==> config.mk <==
export PLATFORM = sky130hd
export DESIGN_NAME = pdrh_divider
export DESIGN_NICKNAME = d
export VERILOG_FILES = /design/src/common/pdrh_pkg.sv /design/src/hw/pdrh_sync2.sv /design/src/hw/pdrh_divider.sv
export VERILOG_INCLUDE_DIRS = /design/src /design/src/common
export SDC_FILE = /design/constraint.sdc
export NUM_CORES = 1
export LEC_CHECK = 0
export BUFFER_PORTS_ARGS = -buffer_cell sky130_fd_sc_hd__buf_2
export CELL_PAD_IN_SITES_DETAIL_PLACEMENT = 2
export CELL_PAD_IN_SITES_GLOBAL_PLACEMENT = 2
export CORE_MARGIN = 4
export CORE_UTILIZATION = 29
export DETAILED_ROUTE_END_ITERATION = 12
export PLACE_DENSITY = 0.66
export RECOVER_POWER = 100
export SKIP_LAST_GASP = 1
export SYNTH_ARGS = -nofsm -noshare
export SYNTH_HDL_FRONTEND = slang
export SYNTH_SLANG_ARGS = --single-unit
==> constraint.sdc <==
create_clock -name ref_clk -period 6.68 [get_ports ref_clk]
set_clock_uncertainty 0.2 [all_clocks]
set_input_delay 0.668 -clock ref_clk [delete_from_list [all_inputs] [get_ports ref_clk]]
set_output_delay 0.668 -clock ref_clk [all_outputs]
set_load 0.01 [all_outputs]
==> src/common/pdrh_defs.svh <==
// constants for the programmable divider with clear and freeze
`ifndef PDRH_DEFS_SVH
`define PDRH_DEFS_SVH
`define PDRH_RATIO_W    32
`define PDRH_RATIO_LSB  0
`define PDRH_SYNC_RST   1'b0
`define PDRH_POS_RST    1'b0
`define PDRH_NEG_RST    1'b1
`define PDRH_SYNC_STAGES 2
`endif

==> src/common/pdrh_pkg.sv <==
// types for the programmable divider with clear and freeze
`include "pdrh_defs.svh"
package pdrh_pkg;
   typedef logic [`PDRH_RATIO_W-1:0] pdrh_ratio_t;
   typedef struct packed
   {
      logic dividerClear;
      logic outputFreeze;
   } pdrh_ctrl_s;
   typedef struct packed
   {
      logic outPos;
      logic outNeg;
   } pdrh_out_s;
endpackage

==> src/hw/pdrh_sync2.sv <==
// two flip-flop synchroniser for a group of levels
`timescale 1ns/1ps
`include "pdrh_defs.svh"
module pdrh_sync2 #(
   parameter int W = 1
) (
   input  wire logic         ref_clk,
   input  wire logic         rst,
   input  wire logic [W-1:0] asyncIn,
   output logic      [W-1:0] syncOut
);
   logic [W-1:0] stage1_reg;
   logic [W-1:0] stage2_reg;

   always_ff @(posedge ref_clk or posedge rst)
   begin
      if (rst)
      begin
         stage1_reg <= {W{`PDRH_SYNC_RST}};
         stage2_reg <= {W{`PDRH_SYNC_RST}};
      end
      else
      begin
         stage1_reg <= asyncIn;
         stage2_reg <= stage1_reg;
      end
   end

   assign syncOut = stage2_reg;
endmodule

==> src/hw/pdrh_divider.sv <==
// divider core with clear, freeze and ratio dependent pulse width
`timescale 1ns/1ps
`include "pdrh_defs.svh"
module pdrh_divider
   import pdrh_pkg::*;
#(
   parameter int RATIO_W = `PDRH_RATIO_W
) (
   input  wire logic               ref_clk,
   input  wire logic               rst,
   input  wire pdrh_ctrl_s         ctrlIn,
   input  wire logic [RATIO_W-1:0] ratioBits,
   output pdrh_out_s               divOut
);
   //----------------------------------------------------------------
   // input synchronisers
   //----------------------------------------------------------------
   logic [RATIO_W+1:0] syncVec;
   logic               clearSync;
   logic               freezeSync;
   logic [RATIO_W-1:0] ratioSync;
   logic [RATIO_W-1:0] ratio;

   pdrh_sync2 #(.W(RATIO_W + 2)) uSync (
      .ref_clk (ref_clk),
      .rst     (rst),
      .asyncIn ({ctrlIn.dividerClear, ctrlIn.outputFreeze, ratioBits}),
      .syncOut (syncVec)
   );

   // level 1 enables, 0 disables; undriven pins are not pulled low and pass through the synchroniser as z
   assign clearSync  = syncVec[RATIO_W+1];
   assign freezeSync = syncVec[RATIO_W];
   assign ratioSync  = syncVec[`PDRH_RATIO_LSB +: RATIO_W];

   //----------------------------------------------------------------
   // ratio acceptance
   //----------------------------------------------------------------
   // word taken once two edges agree, so skewed bits never mix
   logic [RATIO_W-1:0] ratioSeen_reg;
   logic [RATIO_W-1:0] ratio_reg;
   logic [RATIO_W-1:0] ratio_next;
   logic               ratioSettled;

   assign ratioSettled = (ratioSync == ratioSeen_reg);
   assign ratio_next   = ratioSettled ? ratioSync : ratio_reg;

   always_ff @(posedge ref_clk or posedge rst)
   begin
      if (rst)
      begin
         ratioSeen_reg <= '0;
         ratio_reg     <= '0;
      end
      else
      begin
         ratioSeen_reg <= ratioSync;
         ratio_reg     <= ratio_next;
      end
   end

   assign ratio = ratio_reg;

   //----------------------------------------------------------------
   // pulse width
   //----------------------------------------------------------------
   function automatic logic [RATIO_W-1:0] widthOf(input logic [RATIO_W-1:0] n);
      logic [RATIO_W+1:0] twoN;
      logic [RATIO_W+1:0] p;
      logic [RATIO_W+1:0] pick;
      twoN = {1'b0, n, 1'b0};
      pick = '0;
      for (int i = 0; i < RATIO_W; i++)
      begin
         p = (RATIO_W + 2)'(1) << i;
         if ((p + (p << 1)) <= twoN)
         begin
            pick = p;
         end
      end
      widthOf = n - pick[RATIO_W-1:0];
   endfunction

   logic [RATIO_W-1:0] pulseWidth;
   assign pulseWidth = widthOf(ratio);

   //----------------------------------------------------------------
   // counter and outputs
   //----------------------------------------------------------------
   logic [RATIO_W-1:0] cnt_reg;
   logic [RATIO_W-1:0] cnt_next;
   logic               outPos_reg;
   logic               outPos_next;
   logic               outNeg_reg;
   logic               outNeg_next;
   logic               atEnd;
   logic               inPulse;

   assign atEnd    = (ratio == '0) || (cnt_reg >= ratio - RATIO_W'(1));
   assign inPulse  = (cnt_reg < pulseWidth);
   assign cnt_next = clearSync ? '0 :
                     atEnd ? '0 : cnt_reg + RATIO_W'(1);
   assign outPos_next = clearSync  ? `PDRH_POS_RST :
                        (freezeSync || ratio == '0) ? outPos_reg : inPulse;
   assign outNeg_next = clearSync  ? `PDRH_NEG_RST :
                        (freezeSync || ratio == '0) ? outNeg_reg : !inPulse;

   always_ff @(posedge ref_clk or posedge rst)
   begin
      if (rst)
      begin
         cnt_reg    <= '0;
         outPos_reg <= `PDRH_POS_RST;
         outNeg_reg <= `PDRH_NEG_RST;
      end
      else
      begin
         cnt_reg    <= cnt_next;
         outPos_reg <= outPos_next;
         outNeg_reg <= outNeg_next;
      end
   end

   assign divOut.outPos = outPos_reg;
   assign divOut.outNeg = outNeg_reg;

   //----------------------------------------------------------------
   // assertions
   //----------------------------------------------------------------
   property p_clear_state;
      @(posedge ref_clk) disable iff (rst)
      clearSync |=> (cnt_reg == '0);
   endproperty
   a_clear_state: assert property (p_clear_state)
      else $error("counter not cleared");

   property p_clear_out;
      @(posedge ref_clk) disable iff (rst)
      clearSync [*2] |-> ##1 (!divOut.outPos && divOut.outNeg);
   endproperty
   a_clear_out: assert property (p_clear_out)
      else $error("clear output levels wrong");

   property p_freeze_hold;
      @(posedge ref_clk) disable iff (rst)
      (freezeSync && !clearSync) |=> $stable(divOut);
   endproperty
   a_freeze_hold: assert property (p_freeze_hold)
      else $error("outputs moved during freeze");

   property p_freeze_count;
      @(posedge ref_clk) disable iff (rst)
      (freezeSync && !clearSync && ratio > 1 && cnt_reg == '0 && $stable(ratio))
         |=> (cnt_reg == RATIO_W'(1));
   endproperty
   a_freeze_count: assert property (p_freeze_count)
      else $error("counter stopped during freeze");

   property p_complement;
      @(posedge ref_clk) disable iff (rst)
      (!freezeSync && ratio != '0) |=> (divOut.outPos != divOut.outNeg);
   endproperty
   a_complement: assert property (p_complement)
      else $error("outputs not complementary");

   property p_wrap;
      @(posedge ref_clk) disable iff (rst)
      (!clearSync && ratio != '0 && cnt_reg == ratio - RATIO_W'(1)) |=> (cnt_reg == '0);
   endproperty
   a_wrap: assert property (p_wrap)
      else $error("period not equal to ratio");

   property p_duty;
      @(posedge ref_clk) disable iff (rst)
      (ratio >= 2) |-> ((RATIO_W + 2)'(pulseWidth) * 3 >= (RATIO_W + 2)'(ratio))
         && ((RATIO_W + 2)'(pulseWidth) * 3 <= (RATIO_W + 2)'(ratio) * 2)
         && ((ratio & (ratio - RATIO_W'(1))) != '0
             || (RATIO_W + 2)'(pulseWidth) * 2 == (RATIO_W + 2)'(ratio));
   endproperty
   a_duty: assert property (p_duty)
      else $error("duty cycle out of range");

   property p_table12;
      @(posedge ref_clk) disable iff (rst)
      (ratio == RATIO_W'(12) && !clearSync && !freezeSync
         && (cnt_reg == RATIO_W'(3) || cnt_reg == RATIO_W'(4)))
         |=> (divOut.outPos == ($past(cnt_reg) == RATIO_W'(3)));
   endproperty
   a_table12: assert property (p_table12)
      else $error("pulse width wrong for twelve");

   property p_width9;
      @(posedge ref_clk) disable iff (rst)
      (ratio == RATIO_W'(9)) |-> (pulseWidth == RATIO_W'(5));
   endproperty
   a_width9: assert property (p_width9)
      else $error("pulse width wrong for nine");

   c_clear:  cover property (@(posedge ref_clk) disable iff (rst) clearSync ##1 !clearSync);
   c_freeze: cover property (@(posedge ref_clk) disable iff (rst)
                             freezeSync && cnt_reg == ratio - RATIO_W'(1));
   c_wrap:   cover property (@(posedge ref_clk) disable iff (rst)
                             ratio == RATIO_W'(7) && cnt_reg == RATIO_W'(6));
   c_ratio_zero: cover property (@(posedge ref_clk) disable iff (rst)
                                 freezeSync && ratio == '0);
endmodule

* Word level (Yosys, flattened, before mapping)
Cells that the tools add are included.
** Storage, ports and cells
- Logic and storage cells :: 88
- Register bits :: 166
- Output and inout bits :: 2
- Bits of input ports :: 36
** Cells by class
- Equal/unequal tests :: 2
- Mux-type cells :: 38
- Reduce and logical (&&, ||, !) cells :: 4
- $lt $le $gt $ge :: 34
- Add/subtract/negate cells :: 3
** Operators with widths (number)
- two-way mux 32 bit :: 33
- less-or-equal comparator 10 x 33 -> 1 bit, first input constant :: 1
- less-or-equal comparator 11 x 33 -> 1 bit, first input constant :: 1
- less-or-equal comparator 12 x 33 -> 1 bit, first input constant :: 1
- less-or-equal comparator 13 x 33 -> 1 bit, first input constant :: 1
- less-or-equal comparator 14 x 33 -> 1 bit, first input constant :: 1
- less-or-equal comparator 15 x 33 -> 1 bit, first input constant :: 1
- less-or-equal comparator 16 x 33 -> 1 bit, first input constant :: 1
- less-or-equal comparator 17 x 33 -> 1 bit, first input constant :: 1
- less-or-equal comparator 18 x 33 -> 1 bit, first input constant :: 1
- less-or-equal comparator 19 x 33 -> 1 bit, first input constant :: 1
- less-or-equal comparator 2 x 33 -> 1 bit, first input constant :: 1
- less-or-equal comparator 20 x 33 -> 1 bit, first input constant :: 1
- less-or-equal comparator 21 x 33 -> 1 bit, first input constant :: 1
- less-or-equal comparator 22 x 33 -> 1 bit, first input constant :: 1
- less-or-equal comparator 23 x 33 -> 1 bit, first input constant :: 1
- less-or-equal comparator 24 x 33 -> 1 bit, first input constant :: 1
- less-or-equal comparator 25 x 33 -> 1 bit, first input constant :: 1
- less-or-equal comparator 26 x 33 -> 1 bit, first input constant :: 1
- less-or-equal comparator 27 x 33 -> 1 bit, first input constant :: 1
- less-or-equal comparator 28 x 33 -> 1 bit, first input constant :: 1
- less-or-equal comparator 29 x 33 -> 1 bit, first input constant :: 1
- less-or-equal comparator 3 x 33 -> 1 bit, first input constant :: 1
- less-or-equal comparator 30 x 33 -> 1 bit, first input constant :: 1
- other kinds (20) :: 25

* Longest topological paths before layout
- Depth after elaboration :: 38
- Mapped depth :: 26
- Mapped depth without buffers :: 25

* Hierarchy
A second synthesis with hierarchy kept.
** Second synthesis, totals
- Cell total of the unflattened synthesis :: 1048
- Area, all modules :: 10045.9 sq um
** By module, submodules not included
- pdrh_divider :: cells an instance 979, area an instance 8340.5 sq um, times used 1, seq. area each 2453.6 sq um
- pdrh_sync2 :: cells an instance 69, area an instance 1705.4 sq um, times used 1, seq. area each 1701.6 sq um

* Worst setup path before layout
No wires, ideal clock.
- Path type :: reg2reg
- From :: register ratio_reg[20], in the netlist ratio[20]
- To :: register outNeg_reg
- Stages on the path, launching flop included :: 25
- Setup slack :: 1.279 ns
- Required time :: 6.418 ns
- Clock period less this slack :: 5.401 ns
- Buffers on the path :: 1
- Arrival :: 5.140 ns
- Library setup time :: 0.062 ns
- Cell sequence :: dfrtp_1 > buf_6 > nor4_4 > nand2_2 > nor2_4 > nand2_2 > nor4_2 > nand4_1 > nor2_1 > ha_1 > inv_1 > fa_1 > a211oi_2 > o211ai_1 > a211oi_2 > o21ai_1 > o31a_1 > o221ai_2 > xor2_1 > ha_1 > nand4_1 > or2_2 > or4_1 > o21ai_0 > o32a_1
** Between the ends
- Word-level cells in the longest chain between the ends :: 38
- Elaborated cells between the ends (all ways) :: 72
- Those cells by class :: add/sub (1); order compare (33); eq/ne (1); mux (34); reduce/logical (3)
** RTL lines
- start: declaration :: RTL line pdrh_divider.sv:41 : logic [RATIO_W-1:0] ratio_reg;
- start signal: assignment :: RTL line pdrh_divider.sv:58 : ratio_reg <= ratio_next;
- less-or-equal comparator 2 x 33 -> 1 bit :: RTL line pdrh_divider.sv:76 : if ((p + (p << 1)) <= twoN)
- two-way mux 1 bit :: RTL line pdrh_divider.sv:76
- two-way mux 32 bit (31 in series) :: RTL line pdrh_divider.sv:76
- subtractor 32 bit :: RTL line pdrh_divider.sv:81 : widthOf = n - pick[RATIO_W-1:0];
- < comparator 32 bit :: RTL line pdrh_divider.sv:100 : assign inPulse = (cnt_reg < pulseWidth);
- zero test 1 bit :: RTL line pdrh_divider.sv:106 : (freezeSync || ratio == '0) ? outNeg_reg : !inPulse;
- two-way mux 1 bit :: RTL line pdrh_divider.sv:106
- two-way mux 1 bit :: RTL line pdrh_divider.sv:105 : assign outNeg_next = clearSync ? `PDRH_NEG_RST :
- end signal: assignment :: RTL line pdrh_divider.sv:114 : outNeg_reg <= `PDRH_NEG_RST;
- end signal: assignment :: RTL line pdrh_divider.sv:120 : outNeg_reg <= outNeg_next;
- end: declaration :: RTL line pdrh_divider.sv:94 : logic outNeg_reg;
Several ways; a longest one is shown, not always the timed one. The select of a mux whose other input is x is not followed.
A chain may end at the register's enable or synchronous reset.

* Worst setup path in the final report
- From :: register ratio_reg[22], in the netlist ratio[22]
- To :: register outNeg_reg
The elaborated chain is that of the path after synthesis.

==> run metrics <==
outcome=finished with violations; failing checks=max-capacitance violations, max-slew violations; post-CTS repair timing setup buffer count=0; LEAKAGE=0.00550 uW; fin. max-slew vios=169; largest net degree at the start of global routing=100; Syn Inst Count=1033; Final Non-Filler Cells=1525; CTS Buffer Depth=2; count leader, synth=dfrtp_1; critical path required time=6860 ps; Worst-Skew Late Latency=440 ps; internal power consumption=1600 uW; Cell Area, Placed=10900 sq um; Post-Route Setup TNS=0 ps; most frequent cells after synthesis=dfrtp_1 (165), ha_1 (100), nand2_1 (95), nor2_1 (88), xor2_1 (66); row cnt=68; crit path cell chain=nor4_4, nand2_2, nor2_4, nand2_2, nor4_2, nand4_1, nor2_1, ha_1, inv_1, fa_1, a211oi_2, o211ai_1, a211oi_2, o21ai_1, o31a_1, o221ai_2, xor2_1, ha_1, nand4_1, or2_2, or4_1, o21ai_0, o32a_1; placed cells=1493; relative slew slack=-180%; WP data arrival=6390 ps; number of vias per cell=4.99; Largest delay share family, worst path=simple AND/OR/NAND/NOR gates; Primary FF master, synth=dfrtp_1; final setup violation count=0; DR iter-0 viols=353; total DRC errors in the routed layout=0; vias in the first global route=8365; RePlAce Congestion=0.820; core area=34800 sq um; initial core utilization=29.5%; via count=7617; Period minus WS final=6200 ps; Worst Hold Class=input pin to flip-flop; slowest CP cell=dfrtp_1; asr flop ratio synth=100%; post-cts resize count=0; final hold violation count=0; cell area after layout=11500 sq um; H-tree depth=4; CP Launch Type=flip-flop; layout net count=1194; Reg clk slew, reported paths=70 ps; Switch Pwr=518 uW; max incr delay on CP=530 ps; syn_nets=1170; WP buf/inv=1; Ys Warns=0; post-route ant nets=0; CTS buffer count=17; WP depth=23; die area=38500 sq um; Power per Cell Area=185 nW/um^2; # diodes=0; Syn-to-layout area delta=11.5%; total grt overflow=0; Worst-Margin Slew=4170 ps; synth top area cells=dfrtp_1 (40%), ha_1 (12%), xor2_1 (5.6%); VDD IR-drop max=0.252 mV; CTS tree=done; first-pass GRT wire length=47400 um; Clock Power Share=47.7%; Yosys reg bits=166; switching share of total power=24.5%; max cap viols=3; DIE WIDTH=196 um; cell area after synthesis=10300 sq um; GR Util All Layers=15.6%; Detailed Routing Iterations Pass 1=4; initial antenna violation count=0; I/O pins=38; DR WL/cell=19.1 um; IO Port Bufs=37; Yosys top cell by area=dfrtp_1; final WL=29200 um; Crit Path Class=flip-flop to flip-flop; r2r worst-path depth=23; hpwl dp=23000 um; Flop pwr share=49.9%; Seq/Total Area, Yosys=40.4%; area fraction of the dominant cell type after synthesis=40.2%; Mean Syn Cell Area=9.95 sq um; layout cells sized above 1=12.3%; CTS Sinks=166; die height=196 um; Max FO, Critical Path=11; number of synthesized flops with an enable pin=0; CTS root buf=clkbuf_16; cts hold-fix bufs=0; RSZ-0062 raised after global routing=no; fin crit share=92.9%; power share of the combinational group=2.4%; endpoint type of the worst setup path=flip-flop; Max Fclk=0.161 GHz; Hold Crit Depth=1; post-synth cell types=67
-- through the flow --
step	util [%]	power, uW	setup slack [ps]	hold slack (ps)
2_1_floorplan	-	1100	1280	131
3_3_place_gp	31.3	1130	607	132
3_5_place_dp	31.3	1130	448	138
4_1_cts	33.0	2150	447	105
5_1_grt	32.9	2200	20.7	101
6_report	32.9	2120	476	128
-- worst register-to-register path, delay by kind of cell (launching register included) --
family / cells / cell delay, ps
and+or+nand+nor: 10 / 2540
AOI/OAI and AO/OA: 8 / 1820
adders and majority gates: 3 / 940
DFF: 1 / 530
xor gates and xnor gates: 1 / 100
buffers and inverters: 1 / 60
-- final cells by class --
| type | instances | area (sq um) |
|---|---|---|
| fillers | 3750 | 23300 |
| well taps | 455 | 569 |
| flip-flops and latches | 166 | 4160 |
| multi-input cells | 799 | 5790 |
| inverters | 29 | 111 |
| repair buffers | 44 | 230 |
| clock buffers | 19 | 443 |
| clock inverters | 13 | 161 |
-- path summary, 6_finish.rpt --
check | startpoint | to | slack [ps]
min in group asynchronous | rst | uSync.stage1_reg[2] | 1280
max | ratio[22] | outNeg_reg | 480
min | ratioBits[0] | uSync.stage1_reg[0] | 130
max in group asynchronous | rst | cnt_reg[23] | 1940
max reg2reg | ratio[22] | outNeg_reg | 480
min reg2reg | uSync.stage1_reg[33] | uSync.syncOut[33] | 150
-- metal layers --
metal / part of all wire (%) / GRT usage (%)
met4: 1.4 / 3.62
met1: 49 / 21.8
met3: 1.5 / 2.25
met2: 48 / 25.8
met5: 0 / 0
-- cells in the final DEF, fill, tap and decap left out, types with 4 or more instances in the layout --
master and instances:
a211oi_1 5, and2_1 8, mux2_2 26, nor4_1 16, nand3b_1 6, and3_1 5, buf_4 5, or2_2 4
a21o_1 41, or4_1 4, nor2_1 89, inv_1 27, nor2b_1 6, ha_1 100, nand4_1 30, nand2_2 5
or3_1 4, nor4_4 5, o21a_1 5, xor2_1 66, dfrtp_1 165, nand2_1 96, clkbuf_16 17, o211ai_1 10
inv_8 5, a21oi_1 47, nand3_1 39, xnor2_1 47, mux2i_1 15, nand2b_1 13, nor3_1 13, buf_2 36
o21ai_0 43
-- power by group through the flow --
stage               Combinational (uW)  Sequential, uW  Clock, uW
CTS                               55.2            1060       1040
global route                      58.7            1060       1080
global placement                  53.9            1070          0
floorplan                         28.1            1070          0
finish                            51.6            1060       1010
detailed placement                54.5            1070          0
-- cells by family after synthesis --
group	Yosys count	synth area share, %
AO/OA/AOI/OAI	185	11.8
XOR/XNOR	113	9.63
adder cells (fa/ha/maj)	101	12.4
buffers and inverters	68	3.14
flip-flops	166	40.4
multiplexers	41	4.31
AND/OR/NAND/NOR	359	18.4
No activity file was read; power rests on OpenSTA's default activity.
